## config.mk

```make
export PLATFORM = sky130hd
export DESIGN_NAME = irqsync_top
export DESIGN_NICKNAME = d
export VERILOG_FILES = /design/src/core/irqsync_pkg.sv /design/src/core/irqsync_top.sv
export VERILOG_INCLUDE_DIRS = /design/src /design/src/core
export SDC_FILE = /design/constraint.sdc
export NUM_CORES = 1
export LEC_CHECK = 0
export ABC_AREA = 1
export BUFFER_PORTS_ARGS = -buffer_cell sky130_fd_sc_hd__buf_4
export CORE_MARGIN = 2
export CORE_UTILIZATION = 37
export CTS_CLUSTER_SIZE = 20
export DETAILED_ROUTE_END_ITERATION = 16
export GPL_TIMING_DRIVEN = 0
export PLACE_DENSITY = 0.54
export SETUP_SLACK_MARGIN = 0.4
export SYNTH_ARGS = -nofsm -noshare
export SYNTH_HDL_FRONTEND = slang
export SYNTH_SLANG_ARGS = --single-unit
export TNS_END_PERCENT = 100
```

## constraint.sdc

```tcl
create_clock -name sys_clk_i -period 2.94 [get_ports sys_clk_i]
set_input_delay 0.588 -clock sys_clk_i [delete_from_list [all_inputs] [get_ports sys_clk_i]]
set_output_delay 0.588 -clock sys_clk_i [all_outputs]
set_load 0.05 [all_outputs]
```

## src/core/irqsync_defs.svh

```systemverilog
/*
 * register offsets, field positions, reset values and the period counter width for the
 * interrupt routing and sync monitor block. assumes an 8-bit register port.
 */
`ifndef IRQSYNC_DEFS_SVH
`define IRQSYNC_DEFS_SVH

`define IRQSYNC_ADDR_W           12
`define IRQSYNC_OFS_DAC1_SEL     12'h0_02A
`define IRQSYNC_OFS_CLK_SEL      12'h0_02B
`define IRQSYNC_OFS_SUMMARY      12'h0_02C
`define IRQSYNC_OFS_EVT_EN       12'h0_030
`define IRQSYNC_OFS_EVT_STAT     12'h0_031
`define IRQSYNC_OFS_JIT_EN       12'h0_032
`define IRQSYNC_OFS_JIT_STAT     12'h0_033
`define IRQSYNC_OFS_JIT_SEL      12'h0_034
`define IRQSYNC_OFS_SKIP         12'h0_036
`define IRQSYNC_OFS_JIT_TOL      12'h0_039
`define IRQSYNC_OFS_MODE         12'h0_03A

`define IRQSYNC_BIT_PAERR        0
`define IRQSYNC_BIT_PLL_LOCK     0
`define IRQSYNC_BIT_PLL_LOST     1
`define IRQSYNC_BIT_DLL_LOCK     4
`define IRQSYNC_BIT_DLL_LOST     5
`define IRQSYNC_BIT_ONESHOT      1
`define IRQSYNC_BIT_ROT_DONE     4
`define IRQSYNC_CLK_MASK         8'h3_3
`define IRQSYNC_TOL_MASK         8'h7_F
`define IRQSYNC_RST_BYTE         8'h0_0
`define IRQSYNC_RST_ROT_DONE     1'b1
`define IRQSYNC_PERIOD_W         16

`endif

```

## src/core/irqsync_pkg.sv

```systemverilog
/*
 * types shared by the interrupt routing and sync monitor block.
 * assumes irqsync_defs.svh for the numeric constants.
 */
package irqsync_pkg;
  // event sources, one bit each
  typedef struct packed {
    logic pa_error_b;
    logic delay_loop_lost;
    logic delay_loop_locked;
    logic synth_lock_lost;
    logic synth_locked;
  } irqsync_evt_s;

  typedef enum logic [1:0] {
    IRQSYNC_WAIT  = 2'b00,
    IRQSYNC_SKIP  = 2'b01,
    IRQSYNC_MON   = 2'b10
  } irqsync_sync_e;
endpackage

```

## src/core/irqsync_top.sv

```systemverilog
/*
 * interrupt pin routing, summary status and sync edge monitor.
 * assumes a plain 8-bit register port on sys_clk_i, event sources and the
 * sync edge arriving asynchronously, and a host that watches two low pins.
 */
// The address-and-strobe port was chosen for this implementation.
`timescale 1ns/100ps
`default_nettype none
`include "irqsync_defs.svh"

module irqsync_top #(
  parameter int N_EVT    = 5,
  parameter int PERIOD_W = `IRQSYNC_PERIOD_W
) (
  input  wire logic                          sys_clk_i,
  input  wire logic                          rst_i,
  input  wire logic [`IRQSYNC_ADDR_W-1:0]    reg_addr_i,
  input  wire logic [7:0]                    reg_wdata_i,
  input  wire logic                          reg_wr_i,
  input  wire logic                          reg_rd_i,
  output logic      [7:0]                    reg_rdata_o,
  input  wire irqsync_pkg::irqsync_evt_s     evt_i,
  input  wire logic                          sync_edge_i,
  output logic                               rotate_pulse_o,
  output logic                               interrupt_pin_a_n_o,
  output logic                               interrupt_pin_b_n_o,
  output logic                               irq_o
);
  import irqsync_pkg::*;

  // event vector order: 4 pa, 3 dll lost, 2 dll lock, 1 pll lost, 0 pll lock
  logic [N_EVT-1:0]    evt_meta_ff;
  logic [N_EVT-1:0]    evt_sync_ff;
  logic [N_EVT-1:0]    evt_en_ff;
  logic [N_EVT-1:0]    evt_stat_ff;
  logic [N_EVT-1:0]    evt_sel;
  logic [N_EVT-1:0]    evt_view;
  logic [7:0]          dac1_sel_ff;
  logic [7:0]          clk_sel_ff;
  logic [7:0]          skip_ff;
  logic [6:0]          tol_ff;
  logic                oneshot_ff;
  logic                rot_done_ff;
  logic                jit_en_ff;
  logic                jit_stat_ff;
  logic                jit_sel_ff;
  logic [7:0]          reg_rdata_ff;
  logic [2:0]          edge_ff;
  logic                edge_rise;
  logic [7:0]          skip_cnt_ff;
  logic [PERIOD_W-1:0] cnt_ff;
  logic [PERIOD_W-1:0] period_ff;
  logic                jit_hit;
  logic                rot_now;
  logic                summary;
  logic                wr_summary_clr;
  logic [N_EVT-1:0]    wr_evt_clr;
  logic                wr_jit_clr;
  logic                wr_dac1_sel;
  logic                wr_clk_sel;
  logic                wr_skip;
  logic                wr_tol;
  logic                wr_evt_en;
  logic                wr_evt_stat;
  logic                wr_jit_en;
  logic                wr_jit_stat;
  logic                wr_jit_sel;
  logic                wr_mode_arm;
  logic                pin_a_req;
  logic                pin_b_req;
  logic [7:0]          mode_view;
  irqsync_sync_e       sync_st_ff;
  irqsync_sync_e       nxt_sync_st;

  assign evt_sel = {dac1_sel_ff[`IRQSYNC_BIT_PAERR],
                    clk_sel_ff[`IRQSYNC_BIT_DLL_LOST],
                    clk_sel_ff[`IRQSYNC_BIT_DLL_LOCK],
                    clk_sel_ff[`IRQSYNC_BIT_PLL_LOST],
                    clk_sel_ff[`IRQSYNC_BIT_PLL_LOCK]};

  // write decode, one strobe per register
  assign wr_dac1_sel    = reg_wr_i && (reg_addr_i == `IRQSYNC_OFS_DAC1_SEL);
  assign wr_clk_sel     = reg_wr_i && (reg_addr_i == `IRQSYNC_OFS_CLK_SEL);
  assign wr_skip        = reg_wr_i && (reg_addr_i == `IRQSYNC_OFS_SKIP);
  assign wr_tol         = reg_wr_i && (reg_addr_i == `IRQSYNC_OFS_JIT_TOL);
  assign wr_evt_en      = reg_wr_i && (reg_addr_i == `IRQSYNC_OFS_EVT_EN);
  assign wr_evt_stat    = reg_wr_i && (reg_addr_i == `IRQSYNC_OFS_EVT_STAT);
  assign wr_jit_en      = reg_wr_i && (reg_addr_i == `IRQSYNC_OFS_JIT_EN);
  assign wr_jit_stat    = reg_wr_i && (reg_addr_i == `IRQSYNC_OFS_JIT_STAT);
  assign wr_jit_sel     = reg_wr_i && (reg_addr_i == `IRQSYNC_OFS_JIT_SEL);
  assign wr_mode_arm    = reg_wr_i && (reg_addr_i == `IRQSYNC_OFS_MODE)
                          && reg_wdata_i[`IRQSYNC_BIT_ONESHOT];
  assign wr_summary_clr = reg_wr_i && (reg_addr_i == `IRQSYNC_OFS_SUMMARY) && reg_wdata_i[0];
  assign wr_jit_clr     = (wr_jit_stat && reg_wdata_i[0]) || wr_summary_clr;

  // event synchronisers
  always_ff @(posedge sys_clk_i) begin
    if (rst_i) begin
      evt_meta_ff <= '0;
      evt_sync_ff <= '0;
    end else begin
      evt_meta_ff <= evt_i;
      evt_sync_ff <= evt_meta_ff;
    end
  end

  genvar g;
  generate
    for (g = 0; g < N_EVT; g++) begin : g_evt
      assign wr_evt_clr[g] = (wr_evt_stat && reg_wdata_i[g]) || wr_summary_clr;
      // set wins over clear
      always_ff @(posedge sys_clk_i) begin
        if (rst_i) begin
          evt_stat_ff[g] <= 1'b0;
        end else if (!evt_en_ff[g]) begin
          evt_stat_ff[g] <= 1'b0;
        end else if (evt_sync_ff[g]) begin
          evt_stat_ff[g] <= 1'b1;
        end else if (wr_evt_clr[g]) begin
          evt_stat_ff[g] <= 1'b0;
        end
      end
      assign evt_view[g] = evt_en_ff[g] ? evt_stat_ff[g] : evt_sync_ff[g];
    end
  endgenerate

  assign summary = (|evt_view) || jit_stat_ff;

  // active-low pins, selector 0 to pin a and 1 to pin b
  assign pin_a_req = (|(evt_stat_ff & ~evt_sel)) || (jit_stat_ff && !jit_sel_ff);
  assign pin_b_req = (|(evt_stat_ff & evt_sel)) || (jit_stat_ff && jit_sel_ff);

  always_ff @(posedge sys_clk_i) begin
    if (rst_i) begin
      interrupt_pin_a_n_o <= 1'b1;
    end else begin
      interrupt_pin_a_n_o <= !pin_a_req;
    end
  end

  always_ff @(posedge sys_clk_i) begin
    if (rst_i) begin
      interrupt_pin_b_n_o <= 1'b1;
    end else begin
      interrupt_pin_b_n_o <= !pin_b_req;
    end
  end

  assign irq_o = (|evt_stat_ff) || jit_stat_ff;

  // control registers, one process each
  always_ff @(posedge sys_clk_i) begin
    if (rst_i) begin
      dac1_sel_ff <= `IRQSYNC_RST_BYTE;
    end else if (wr_dac1_sel) begin
      dac1_sel_ff <= {7'h0_0, reg_wdata_i[`IRQSYNC_BIT_PAERR]};
    end
  end

  always_ff @(posedge sys_clk_i) begin
    if (rst_i) begin
      clk_sel_ff <= `IRQSYNC_RST_BYTE;
    end else if (wr_clk_sel) begin
      clk_sel_ff <= reg_wdata_i & `IRQSYNC_CLK_MASK;
    end
  end

  always_ff @(posedge sys_clk_i) begin
    if (rst_i) begin
      skip_ff <= `IRQSYNC_RST_BYTE;
    end else if (wr_skip) begin
      skip_ff <= reg_wdata_i;
    end
  end

  always_ff @(posedge sys_clk_i) begin
    if (rst_i) begin
      tol_ff <= 7'h0_0;
    end else if (wr_tol) begin
      tol_ff <= reg_wdata_i[6:0];
    end
  end

  always_ff @(posedge sys_clk_i) begin
    if (rst_i) begin
      evt_en_ff <= '0;
    end else if (wr_evt_en) begin
      evt_en_ff <= reg_wdata_i[N_EVT-1:0];
    end
  end

  always_ff @(posedge sys_clk_i) begin
    if (rst_i) begin
      jit_en_ff <= 1'b0;
    end else if (wr_jit_en) begin
      jit_en_ff <= reg_wdata_i[0];
    end
  end

  always_ff @(posedge sys_clk_i) begin
    if (rst_i) begin
      jit_sel_ff <= 1'b0;
    end else if (wr_jit_sel) begin
      jit_sel_ff <= reg_wdata_i[0];
    end
  end

  // sync edge: two-stage synchroniser, third stage for edge detect
  always_ff @(posedge sys_clk_i) begin
    if (rst_i) begin
      edge_ff <= 3'h0;
    end else begin
      edge_ff <= {edge_ff[1:0], sync_edge_i};
    end
  end
  assign edge_rise = edge_ff[1] && !edge_ff[2];

  always_comb begin
    nxt_sync_st = sync_st_ff;
    unique case (sync_st_ff)
      IRQSYNC_WAIT: if (oneshot_ff) nxt_sync_st = IRQSYNC_SKIP;
      IRQSYNC_SKIP: if (edge_rise && skip_cnt_ff == skip_ff) nxt_sync_st = IRQSYNC_MON;
      IRQSYNC_MON:  if (oneshot_ff) nxt_sync_st = IRQSYNC_SKIP;
      default:      nxt_sync_st = IRQSYNC_WAIT;
    endcase
  end
  assign rot_now = (sync_st_ff == IRQSYNC_SKIP) && edge_rise && (skip_cnt_ff == skip_ff);

  always_ff @(posedge sys_clk_i) begin
    if (rst_i) begin
      sync_st_ff <= IRQSYNC_WAIT;
    end else begin
      sync_st_ff <= nxt_sync_st;
    end
  end

  always_ff @(posedge sys_clk_i) begin
    if (rst_i || sync_st_ff != IRQSYNC_SKIP) begin
      skip_cnt_ff <= 8'h0_0;
    end else if (edge_rise) begin
      skip_cnt_ff <= skip_cnt_ff + 8'h0_1;
    end
  end

  // one-shot arms a rotation, self-clears once performed
  always_ff @(posedge sys_clk_i) begin
    if (rst_i) begin
      oneshot_ff <= 1'b0;
    end else if (rot_now) begin
      oneshot_ff <= 1'b0;
    end else if (wr_mode_arm) begin
      oneshot_ff <= 1'b1;
    end
  end

  always_ff @(posedge sys_clk_i) begin
    if (rst_i) begin
      rot_done_ff <= `IRQSYNC_RST_ROT_DONE;
    end else if (rot_now) begin
      rot_done_ff <= 1'b1;
    end else if (wr_mode_arm) begin
      rot_done_ff <= 1'b0;
    end
  end

  always_ff @(posedge sys_clk_i) begin
    rotate_pulse_o <= !rst_i && rot_now;
  end

  // cycles since the last edge, saturating
  always_ff @(posedge sys_clk_i) begin
    if (rst_i || edge_rise) begin
      cnt_ff <= '0;
    end else if (cnt_ff != '1) begin
      cnt_ff <= cnt_ff + 1'b1;
    end
  end

  // period learnt from the last interval before the rotation
  always_ff @(posedge sys_clk_i) begin
    if (rst_i) begin
      period_ff <= '0;
    end else if (edge_rise && (sync_st_ff != IRQSYNC_MON || rot_now)) begin
      period_ff <= cnt_ff;
    end
  end

  // monitor checks |cnt - period| > tolerance at each edge
  assign jit_hit = edge_rise && (sync_st_ff == IRQSYNC_MON) && !oneshot_ff &&
                   (((cnt_ff > period_ff) ? (cnt_ff - period_ff) : (period_ff - cnt_ff))
                    > PERIOD_W'(tol_ff));

  always_ff @(posedge sys_clk_i) begin
    if (rst_i) begin
      jit_stat_ff <= 1'b0;
    end else if (jit_hit && jit_en_ff) begin
      jit_stat_ff <= 1'b1;
    end else if (wr_jit_clr || !jit_en_ff) begin
      jit_stat_ff <= 1'b0;
    end
  end

  assign mode_view = {3'h0, rot_done_ff, 2'h0, oneshot_ff, 1'b0};

  // read data one cycle after the read strobe
  always_ff @(posedge sys_clk_i) begin
    if (rst_i || !reg_rd_i) begin
      reg_rdata_ff <= 8'h0_0;
    end else begin
      unique case (reg_addr_i)
        `IRQSYNC_OFS_DAC1_SEL: reg_rdata_ff <= dac1_sel_ff;
        `IRQSYNC_OFS_CLK_SEL:  reg_rdata_ff <= clk_sel_ff;
        `IRQSYNC_OFS_SUMMARY:  reg_rdata_ff <= {7'h0_0, summary};
        `IRQSYNC_OFS_EVT_EN:   reg_rdata_ff <= {{(8-N_EVT){1'b0}}, evt_en_ff};
        `IRQSYNC_OFS_EVT_STAT: reg_rdata_ff <= {{(8-N_EVT){1'b0}}, evt_view};
        `IRQSYNC_OFS_JIT_EN:   reg_rdata_ff <= {7'h0_0, jit_en_ff};
        `IRQSYNC_OFS_JIT_STAT: reg_rdata_ff <= {7'h0_0, jit_stat_ff};
        `IRQSYNC_OFS_JIT_SEL:  reg_rdata_ff <= {7'h0_0, jit_sel_ff};
        `IRQSYNC_OFS_SKIP:     reg_rdata_ff <= skip_ff;
        `IRQSYNC_OFS_JIT_TOL:  reg_rdata_ff <= {1'b0, tol_ff};
        `IRQSYNC_OFS_MODE:     reg_rdata_ff <= mode_view;
        default:               reg_rdata_ff <= 8'h0_0;
      endcase
    end
  end
  assign reg_rdata_o = reg_rdata_ff;

endmodule

`default_nettype wire

```

# == Word-level counts from Yosys, hierarchy flattened ==
# Cells that the tools add are included.
# totals
register_bits,101
output_inout_bits,12
elab_cells,154
# classes
n_addsub,4
n_lt_le_gt_ge,2
eq_ne,19
mux,22
n_bitwise,8
reduce_logical,73
# ops
cell,count
"equality test 12 x 6 -> 1 bit, second input constant",11
case mux 8 bit (11 select lines),1
subtractor 16 bit,2
logical AND 1 bit,31
OR reduction 5 bit,4
two-way mux 1 bit,17
"adder 16 x 1 -> 16 bit, second input constant",1
> comparator 16 bit,1
> comparator 16 x 7 -> 1 bit,1
two-way mux 16 bit,1
"inequality test 16 bit, second input constant",1
logical OR 1 bit,15
OR reduction 2 bit,7
nonzero test 2 bit,6
AND 5 bit,2
"adder 8 x 1 -> 8 bit, second input constant",1
equality test 8 bit,1
zero test 1 bit,8
NOT 1 bit,5
NOT 5 bit,1
two-way mux 2 bit,2
"inequality test 2 x 1 -> 1 bit, second input constant",2
"inequality test 2 bit, second input constant",2
case mux 2 bit (2 select lines),1
other kinds (4),4

# == Longest topological paths before layout ==
# Gate-level depths: netlist of run 1.
# logic_depth
word_depth,7
ltp_mapped,31

# == Worst setup path before layout of run 1 ==
# OpenSTA, ideal clock, no wires.
# synth_path
kind,reg-to-reg
startpoint,register cnt_ff[0]
endpoint,register jit_stat_ff
setup_ps,114
arrival_time_ps,3148
path_slack_ps,-322
stages_incl_launch_ff,31
path_buffers,1
path_cell_list,dfxtp_1 -> inv_1 -> ha_1 -> inv_1 -> fa_1 -> nand3_1 -> nand3_1 -> nand2_1 -> nand2_2 -> nand2_2 -> nand2_4 -> nand2_4 -> buf_8 -> mux2i_1 -> xor2_1 -> inv_1 -> ha_1 -> nand2_1 -> nor2_1 -> nand2_1 -> o211ai_1 -> nand2_1 -> nand2_1 -> nand2_1 -> nand2_1 -> nor2_1 -> nand3_1 -> nor2_1 -> nand2_1 -> nand2_1 -> a21oi_2
# synth_between
elab_chain_len,6
word_cells_on_any_way,9
cone_classes,add/sub (2); order compare (2); mux (2); reduce/logical (3)
# synth_lines
item,line_no,text
from (decl),irqsync_top.sv:51,logic [PERIOD_W-1:0] cnt_ff;
from (signal assigned),irqsync_top.sv:275,cnt_ff <= cnt_ff + 1'b1;
subtractor 16 bit or > comparator 16 bit (tied branches),irqsync_top.sv:290,(((cnt_ff > period_ff) ? (cnt_ff - period_ff) : (period_ff - cnt_ff))
two-way mux 16 bit *,irqsync_top.sv:290,
> comparator 16 x 7 -> 1 bit *,irqsync_top.sv:291,> PERIOD_W'(tol_ff));
logical AND 1 bit *,irqsync_top.sv:289,assign jit_hit = edge_rise && (sync_st_ff == IRQSYNC_MON) && !oneshot_ff &&
logical AND 1 bit *,irqsync_top.sv:296,end else if (jit_hit && jit_en_ff) begin
two-way mux 1 bit or nonzero test 2 bit (tied branches),-,
to (signal assigned),irqsync_top.sv:295,jit_stat_ff <= 1'b0;
to (signal assigned),irqsync_top.sv:297,jit_stat_ff <= 1'b1;
to (signal assigned),irqsync_top.sv:299,jit_stat_ff <= 1'b0;
to (decl),irqsync_top.sv:45,logic jit_stat_ff;
# Every way passes the cells marked *; elsewhere a longest branch is shown, timed or not.
# A chain may end at the register's enable or synchronous reset.

# == Final worst setup path of run 1 ==
# Same ends and word-level chain as after synthesis.

==> impl_results.md, run 1 <==
- Status: finished with violations
- Failing checks: negative setup slack
- Share of cells above drive strength 1: 13.6%
- Max cap viols: 0
- Reg2Reg Depth: 30
- Largest net degree at the start of global routing: 22
- Port bufs: 39
- Area delta synth->final: 19.0%
- Total track usage: 20.3%
- Final hold vios: 0
- RSZ-0062 raised after global routing: true
- Fin crit period: 3550 ps
- Routed length per instance: 14.3 um
- Io pins: 42
- Post-route ant nets: 0
- Worst vdd ir: 0.287 mV
- First drt pass iteration count: 5
- Cell count after synthesis: 993
- Die W: 136 um
- Nature of the critical path endpoint: flop
- Ranking of synthesized cells by area: dfxtp_1 (31%), nand2_1 (13%), inv_1 (12%)
- Worst r2r dst: jit_stat_ff
- Final critical-path setup slack: -611 ps
- PD cells: 464 nW/um^2
- Yosys reg bits: 101
- Most frequent cells in the layout: nand2_1 (215), inv_1 (195), nor2_1 (100), dfxtp_1 (88), a21oi_1 (72)
- Hold buffers post-CTS: 0
- Sequential share of the synthesized area: 31.2%
- FFs w/ async S/R, synth: 0%
- R2R Setup Slk: -610 ps
- Crit path max fanout: 7
- Total gr overflow: 0
- Ant diodes: 0
- CTS tree: yes
- Final period utilization: 121%
- Worst hold path endpoint: edge_ff[1]
- First-pass GRT wire length: 29400 um
- Via count: 6177
- Final worst clock skew: 12.8 ps
- Global placement routability congestion: 0.893
- Synthesized area: 6480 um^2
- Iter 0 DRT Violations: 355
- Max-slew violation count: 0
- Syn Nets: 1065
- Nets: 1121
- Critical Path Most Common Cell: nand2_2
- Placed inst area: 7100 um^2
- Req. time, crit path: 3240 ps
- Root Driver: clkbuf_16
- Maximum clock rate: 282 MHz
- Final setup viols: 1
- Initial antenna violation count: 0
- Vias in the first global route: 5703
- Synth cell types: 45
- Synth Warn #: 0
- DRC viols: 0
- Vias per Instance: 4.83
- Hold Path Depth: 2
- Max Buffers Root-to-Sink: 2
- Core Area: 17200 um^2
- Worst setup SP type: flop
- CTS sink count: 101
- Hold slack final: 406 ps
- CTS clk-pin slew, worst paths: 80 ps
- Die height: 136 um
- Starting Density: 37.7%
- Worst-Margin Slew: 702 ps
- Main synth FF type: dfxtp_1
- Crit path largest cell delay: 380 ps
- Finished Core Util: 44.8%
- Detailed Route WL: 18300 um
- Syn Area/Cell: 6.52 um^2
- CTS H-tree depth: 3
- Site row count: 48
- Total CTS buffers: 9
- Die ar.: 18600 um^2
- Crit path DAT: 3850 ps
- Leak: 3.50 nW
- Path type of the worst setup path: flop to flop
- Hold_sp: edge_ff[0]
- Worst Hold Class: flop to flop
- Clk_lat worst skew: 360 ps
- Synth top area share: 31.2%
- Slew HR: 53.2%
- Crit Reg-Reg Startpoint: cnt_ff[0]
- Most common cell after layout, fill and taps aside: nand2_1
- Leading area contributor after synthesis: dfxtp_1
- CP max-delay cell: fa_2
- Post-route design area: 7700 um^2
- DP HPWL: 14500 um
- Post-synth EDFFs: 0
registers in the layout (all words and copies together), names as in the netlist, 2 cells and up:
| register | cells |
|---|---|
| clk_sel_ff | 4 |
| reg_rdata_o | 8 |
| evt_en_ff | 5 |
| skip_cnt_ff | 8 |
| evt_stat_ff | 5 |
| evt_meta_ff | 5 |
| cnt_ff | 16 |
| evt_sync_ff | 5 |
| tol_ff | 7 |
| edge_ff | 3 |
| period_ff | 16 |
| sync_st_ff | 2 |
| skip_ff | 8 |
final cells by class:
class	count	area, um^2
Clock inverter	7	86.3
Timing Repair Buffer	45	338
Sequential cell	101	2040
Inverter	201	764
Buffer	15	72.6
Clock buffer	9	225
Tap cell	225	282
Multi-Input combinational cell	676	3890
Fill cell	1865	9470
where the power goes:
part	internal [mW]	switching, mW	leakage [nW]
combinational	0.363	0.574	2.53
sequential	1.39	0.0180	0.825
clock	0.611	0.619	0.151
logic make-up (layout without fill, tap and decap cells):
logic type      Yosys count  after routing  share of synthesized area [%]
buf+inv                 216            277                           12.8
xor+xnor                 14             14                           1.89
fa+ha+maj                42             42                           8.35
compound gates          178            178                           15.7
mux                       2              2                          0.309
flops                   101            101                           31.2
simple gates            440            440                           29.7
worst max-delay path by stage:
stage	startpoint	endpoint	slack [ps]	depth (start not counted)
6_report	cnt_ff[0]	jit_stat_ff	-610	30
5_1_grt	cnt_ff[0]	jit_stat_ff	-810	30
4_1_cts	cnt_ff[0]	jit_stat_ff	-640	30
3_5_place_dp	cnt_ff[12]	jit_stat_ff	-950	26
3_3_place_gp	cnt_ff[11]	jit_stat_ff	-970	24
2_1_floorplan	cnt_ff[0]	jit_stat_ff	-210	30
synth_stat cells, types with 2 or more instances:
master       n
nand3_1     45
nand2_1    223
nand2_2      8
nor4_1       3
a211oi_1    17
dfxtp_1    101
o22ai_1      9
ha_1        40
buf_2        4
o21ai_0     55
a21oi_2      2
o21a_1       2
xor2_1      12
nor2_4       3
mux2i_1      2
inv_4        2
o221ai_1     3
nor2_2       2
o211ai_1     3
nand3b_1     2
clkbuf_1     8
nand3_2      4
inv_1      199
a21oi_1     74
nand4_1     18
nor3_1      21
o2111ai_1    2
xnor2_1      2
a221oi_1     4
o32ai_1      2
nand2_4      2
fa_1         2
buf_1        2
nor2_1     104
metal layers:
metal  track usage, %  wire length (um)  up-vias
met3             3.02               530       12
met2             30.6              7730       74
met1             30.4              9840     2804
li1                 -                 -     3287
met5                0                 0        -
met4             4.57               184        0
worst max-delay path: cells and delay by family (launching register included):
| kind | cells | cell delay [ps] |
|---|---|---|
| AND/OR/NAND/NOR | 19 | 1370 |
| XOR/XNOR | 1 | 170 |
| multiplexers | 1 | 220 |
| AO/OA/AOI/OAI | 2 | 200 |
| buffers and inverters | 4 | 340 |
| adder cells (fa/ha/maj) | 3 | 810 |
| flip-flops | 1 | 360 |
through the flow:
step                setup slack (ps)  power (mW)  setup TNS [ps]  std cells
global route                    -806        3.78            -806       1279
detailed placement              -948        2.25            -948       1257
finish                          -611        3.57            -611       1279
CTS                             -637        3.53            -637       1278
global placement                -970        2.25            -970       1257
floorplan                       -208        2.04            -208        993
what timing repair did:
action                                  CTS  global route
setup buffers                             5             1
pin swaps                                 8            13
endpoints found under the setup margin    1             1
resized for setup                        35            23
endpoints found under the hold margin     0             0
No activity file was read; power rests on OpenSTA's default activity.
==> inputs of run 2 (changes only) <==
Settings changed: CORE_UTILIZATION 37 to 50, PLACE_DENSITY 0.54 to 0.69, SLEW_MARGIN set to 15.
==> run 2 against run 1 <==
  * The run still ends with negative setup slack left
  * Sequential power is essentially flat
  * Non-clock buffer count rose by 8
  * Clock skew decreased by 0.77 ps
  * Count of clock-buffer cells in the layout is 1 higher
  * Register-to-register slack gained 110 ps
  * Critical path depth is the same
  * First-iteration DRC count grew 32%
  * Wire length fell by 4.8%
  * Via count increased by 3.4%
  * Design area is 0.23% lower
  * Setup slack improved by 110 ps
  * Critical path type unchanged
  * Critical endpoint unchanged
  * Largest power group unchanged
  * Highest routed layer unchanged
==> impl_results.md, run 2 (synthesis results as in run 1) <==
- Status: finished with violations
- Failing checks: negative setup slack
- Final critical-path setup slack: -498 ps (+113 ps)
- Vias in the first global route: 5809 (+1.9%)
- Cell Count, Final, Fillers Out: 1234 (-3.5%)
- Core Area: 12600 um^2 (-27%)
- Root Driver: clkbuf_16
- Req. time, crit path: 3230 ps (about the same)
- Starting Density: 51.3% (+14 points)
- Nets: 1129 (+0.71%)
- Total track usage: 25.2% (+4.8 points)
- R2R Setup Slk: -500 ps (+110 ps)
- Nature of the critical path endpoint: flop
- Die height: 118 um (-14%)
- Critical Path Most Common Cell: nand2_2
- Final worst clock skew: 12.0 ps (-0.774 ps)
- Design Power: 3.53 mW (-1.3%)
- CP max-delay cell: fa_2
- First drt pass iteration count: 5 (unchanged)
- Fin crit period: 3440 ps (-113 ps)
- CTS H-tree depth: 3 (unchanged)
- CTS clk-pin slew, worst paths: 70 ps (about the same)
- Final hold vios: 0 (unchanged)
- Worst Hold Class: flop to flop
- Ant diodes: 0 (unchanged)
- Iter 0 DRT Violations: 468 (+32%)
- Placed inst area: 7030 um^2 (-0.93%)
- Total CTS buffers: 9 (unchanged)
- Hold slack final: 402 ps (-3.40 ps)
- Global Route met2 Usage: 35.8% (+5.2 points)
- Initial antenna violation count: 0 (unchanged)
- Final setup viols: 1 (unchanged)
- Maximum clock rate: 291 MHz (+3.3%)
- Worst vdd ir: 0.344 mV (+20%)
- Gate power share: 27.3% (+1.1 points)
- Regs by FF count: cnt_ff: 16 flops, period_ff: 16 flops
- Slew HR: 53.3% (about the same)
- P_int: 2.38 mW (+0.65%)
- Site row count: 41 (-15%)
- Worst slack, placed: -920 ps (+28.4 ps)
- First-pass GRT wire length: 28400 um (-3.2%)
- Die W: 118 um (-14%)
- Hold buffers post-CTS: 0 (unchanged)
- M3 GR Usage: 3.59% (+0.57 points)
- Area delta synth->final: 18.7%
- Total gr overflow: 0 (unchanged)
- CTS sink count: 101 (unchanged)
- Most common cell after layout, fill and taps aside: nand2_1
- Worst setup SP type: flop
- Max Buffers Root-to-Sink: 2 (unchanged)
- Max-slew violation count: 0 (unchanged)
- Clk_lat worst skew: 360 ps (about the same)
- CTS tree: yes
- DP HPWL: 13400 um (-7.8%)
- Setup TNS: -498 ps (+113 ps)
- Share of cells above drive strength 1: 14.2% (+0.65 points)
- Finished Core Util: 60.9% (+16 points)
- Crit path largest cell delay: 380 ps (about the same)
- Most frequent cells in the layout: nand2_1 (218), inv_1 (192), nor2_1 (101), dfxtp_1 (88), a21oi_1 (71)
- Routing usage on met1: 38.6% (+8.2 points)
- Via count: 6389 (+3.4%)
- Fill cell total of the finished layout: 1266 (-32%)
- Placed cells: 1204 (-4.2%)
- Clock power frac: 32.8% (-1.6 points)
- Detailed Route WL: 17400 um (-4.8%)
- Routed length per instance: 14.1 um (-1.3%)
- DRC viols: 0 (unchanged)
- Largest net degree at the start of global routing: 19 (-14%)
- Global placement routability congestion: 0.914 (+2.4%)
- Sequential Power Share: 39.9% (+0.5 points)
- Path type of the worst setup path: flop to flop
- Port bufs: 39 (unchanged)
- PD cells: 459 nW/um^2 (-1.1%)
- Leak: 3.54 nW (+0.93%)
- Post-route design area: 7690 um^2 (-0.23%)
- Sw Share: 32.6% (-1.3 points)
- Final period utilization: 117% (-3.9 points)
- Busiest layer in global routing: met1
- Die ar.: 13900 um^2 (-25%)
- Io pins: 42 (unchanged)
- Crit path DAT: 3730 ps (-120 ps)
- RSZ-0062 raised after global routing: true
- Vias per Instance: 5.18 (+7.2%)
- Reported net switching power: 1.15 mW (-5.1%)
- Post-route ant nets: 0 (unchanged)
- Worst-Margin Slew: 694 ps (-7.80 ps)
- Max cap viols: 0 (unchanged)
- Crit path max fanout: 8 (+1)
-- run 2: cell count changes in the layout (fill, tap and decap cells not counted), sizes merged --
cell,change
buf,+7
clkbuf,+2
clkinv,-2
inv,+1
-- run 2: worst paths after layout --
| path | startpoint | end | depth (start not counted) |
|---|---|---|---|
| setup / recovery | cnt_ff[0] | jit_stat_ff | 30 |
| hold / removal | evt_meta_ff[3] | evt_sync_ff[3] | 2 |
| setup reg to reg | cnt_ff[0] | jit_stat_ff | 30 |
| hold reg to reg | evt_meta_ff[3] | evt_sync_ff[3] | 2 |
-- run 2: critical path: cells and delay by family, from the launching register on --
family,cells,cell delay (ps)
flops,1,350
fa+ha+maj,3,810
mux,1,230
compound gates,2,190
buf+inv,4,330
xor+xnor,1,160
simple gates,19,1310
-- run 2: layer usage --
layer	share of wire, %	up-vias	wire length [um]
met4	2.0	0	351
li1	-	3311	-
met2	41	204	7150
met1	50	2846	8750
met5	0	-	0
met3	6.6	28	1150
-- run 2: cell type report --
class                   count  area, um^2  area share [%]
repair buffers             53         398            5.18
clock buffers              10         229            2.98
multi-input cells         676        3910            50.8
inverters                 201         764            9.95
clock inverters             6        51.3           0.667
plain buffers              15        80.1            1.04
flip-flops and latches    101        2040            26.6
well taps                 172         215            2.80
-- run 2: power groups by stage --
stage	Clock (mW)	Sequential [mW]	Combinational (mW)
finish	1.16	1.41	0.964
global route	1.21	1.41	1.09
CTS	1.16	1.41	0.884
detailed placement	0	1.44	0.797
global placement	0	1.44	0.790
floorplan	0	1.43	0.606
-- run 2: repair_timing --
action | CTS | global route
gates resized for setup | 44 | 16
pin swaps | 10 | 10
buffers inserted | 11 | 3
setup endpoints to repair | 1 | 1
==> inputs of run 3 (changes only) <==
Settings changed: RECOVER_POWER set to 100.
==> run 3 against run 2 <==
  * The flow still finishes with violations (negative setup slack)
  * Non-clock buffer count stayed put
  * Via count fell by 0.67%
  * Critical path depth unchanged
  * Clock power hardly changed
  * Power fell by 0.29%
  * Flip-flop and latch count unchanged
  * Count of clock-buffer cells in the layout unchanged
  * Wire length shrank 0.11%
  * Critical path type unchanged
  * Largest power group unchanged
==> impl_results.md, run 3 (synthesis results as in run 1) <==
- Die height: 118 um (unchanged)
- Core Area: 12600 um^2 (unchanged)
- Total CTS buffers: 9 (unchanged)
- Vias in the first global route: 5809 (unchanged)
- Status: finished with violations
- DP HPWL: 13400 um (unchanged)
- Die W: 118 um (unchanged)
- Hold buffers post-CTS: 0 (unchanged)
- Share of cells above drive strength 1: 12.1% (-2.1 points)
- Critical Path Most Common Cell: nand2_2
- Worst setup SP type: flop
- Worst-Margin Slew: 689 ps (-4.89 ps)
- Most common cell after layout, fill and taps aside: nand2_1
- Post-route design area: 7580 um^2 (-1.4%)
- Crit path largest cell delay: 380 ps (about the same)
- R2R Setup Slk: -510 ps (about the same)
- CP max-delay cell: fa_2
- Hold_sp: evt_meta_ff[3]
- Worst r2r dst: jit_stat_ff
- Req. time, crit path: 3230 ps (about the same)
- Root Driver: clkbuf_16
- WP buf/inv: 4 (unchanged)
- Global placement routability congestion: 0.914 (unchanged)
- Worst hold path endpoint: evt_sync_ff[3]
- Final worst clock skew: 11.8 ps (-0.136 ps)
- Max Buffers Root-to-Sink: 2 (unchanged)
- CTS H-tree depth: 3 (unchanged)
- Path type of the worst setup path: flop to flop
- Maximum clock rate: 290 MHz (-0.30%)
- Final hold vios: 0 (unchanged)
- Routing usage on met1: 38.6% (unchanged)
- RSZ-0062 raised after global routing: true
- Fin crit period: 3450 ps (+10.3 ps)
- CTS sink count: 101 (unchanged)
- Vias per Instance: 5.14 (-0.67%)
- M3 GR Usage: 3.59% (unchanged)
- Slew HR: 53.6% (+0.33 points)
- PD cells: 464 nW/um^2 (+1.1%)
- Iter 0 DRT Violations: 537 (+15%)
- Reg2Reg Depth: 30 (unchanged)
- Routed length per instance: 14.1 um (-0.11%)
- Io pins: 42 (unchanged)
- Starting Density: 51.3% (unchanged)
- Busiest layer in global routing: met1
- Worst Hold Class: flop to flop
- CTS tree: yes
- Most frequent cells in the layout: nand2_1 (219), inv_1 (192), nor2_1 (104), dfxtp_1 (88), a21oi_1 (71)
- Hold slack final: 402 ps (-0.178 ps)
- Post-route ant nets: 0 (unchanged)
- Site row count: 41 (unchanged)
- Crit path DAT: 3740 ps (about the same)
- Hold Path Depth: 2 (unchanged)
- CTS clk-pin slew, worst paths: 70 ps (about the same)
- Leak: 3.43 nW (-2.8%)
- Crit-path leading delay family: simple AND/OR/NAND/NOR gates
- Final setup viols: 1 (unchanged)
- Ant diodes: 0 (unchanged)
- First-pass GRT wire length: 28400 um (unchanged)
- Crit Reg-Reg Startpoint: cnt_ff[0]
- Placed inst area: 7030 um^2 (unchanged)
- Max cap viols: 0 (unchanged)
- Port bufs: 39 (unchanged)
- Final critical-path setup slack: -508 ps (-10.3 ps)
- Total gr overflow: 0 (unchanged)
- Area delta synth->final: 17.1%
- First drt pass iteration count: 6 (+1)
- Via count: 6346 (-0.67%)
- Placed cells: 1204 (unchanged)
- Initial antenna violation count: 0 (unchanged)
- Max-slew violation count: 0 (unchanged)
- Failing checks: negative setup slack
- Worst vdd ir: 0.344 mV (about the same)
- Cell Count, Final, Fillers Out: 1234 (unchanged)
- Crit path max fanout: 8 (unchanged)
- Clk_lat worst skew: 360 ps (about the same)
- Nature of the critical path endpoint: flop
- Nets: 1129 (unchanged)
- Total track usage: 25.2% (unchanged)
- Detailed Route WL: 17400 um (-0.11%)
- Largest net degree at the start of global routing: 19 (unchanged)
- Global Route met2 Usage: 35.8% (unchanged)
- Die ar.: 13900 um^2 (unchanged)
- Regs by FF count: cnt_ff: 16 flops, period_ff: 16 flops
- DRC viols: 0 (unchanged)
- Final period utilization: 117% (+0.35 points)
-- run 3: changes by cell type in the layout (fill, tap and decap cells not counted), moves of 3 or more --
cell / previous run / this run
buf_4: 53 / 40
clkbuf_1: 9 / 25
nand3_1: 43 / 46
nand3_2: 6 / 3
nor2_1: 101 / 104
-- run 3: worst max-delay path by stage --
stage	start	to	slack [ps]	depth (start not counted)
floorplan	cnt_ff[0]	jit_stat_ff	-210	30
global placement	cnt_ff[11]	jit_stat_ff	-890	24
detailed placement	cnt_ff[12]	jit_stat_ff	-920	24
CTS	cnt_ff[0]	jit_stat_ff	-550	30
global route	cnt_ff[0]	jit_stat_ff	-760	30
finish	cnt_ff[0]	jit_stat_ff	-510	30
-- run 3: cell type report --
class | instances | area (um^2)
sequential | 101 | 2040
buffer | 15 | 77.6
fill | 1293 | 5040
clock inverter | 6 | 51.3
multi-input combinational | 676 | 3850
inverter | 201 | 763
clock buffer | 10 | 229
timing repair buffer | 53 | 353
tap | 172 | 215
-- run 3: per-stage QoR --
stage	setup TNS [ps]	power (mW)	util [%]	setup slack (ps)
detailed placement	-920	2.24	55.7	-920
global placement	-893	2.23	55.7	-893
global route	-1370	3.71	60.1	-759
floorplan	-208	2.04	-	-208
CTS	-555	3.45	60.0	-555
finish	-508	3.52	60.1	-508
-- run 3: report_power, final --
part	switching (mW)	total (mW)	leakage [nW]	internal [mW]
sequential	0.0184	1.41	0.825	1.39
clock	0.557	1.15	0.140	0.590
combinational	0.564	0.963	2.47	0.399
total	1.14	3.52	3.43	2.38
-- run 3: worst min-delay path, cell delays in order (launching register included) --
cell and delay [ps]:
dfxtp_1 300, inv_1 40, nor2_1 30
-- run 3: timing repair --
item                                    4_1_cts  5_1_grt
buffers inserted                             11        3
gates cloned                                  0        0
endpoints found under the setup margin        1        1
pin swaps                                    10       10
gates resized for setup                      44       16
-- run 3: per-layer routing --
| layer | vias up | part of all wire, % |
|---|---|---|
| met5 | - | 0 |
| met2 | 190 | 41 |
| met4 | 0 | 1.9 |
| li1 | 3301 | - |
| met3 | 26 | 6.1 |
| met1 | 2829 | 51 |
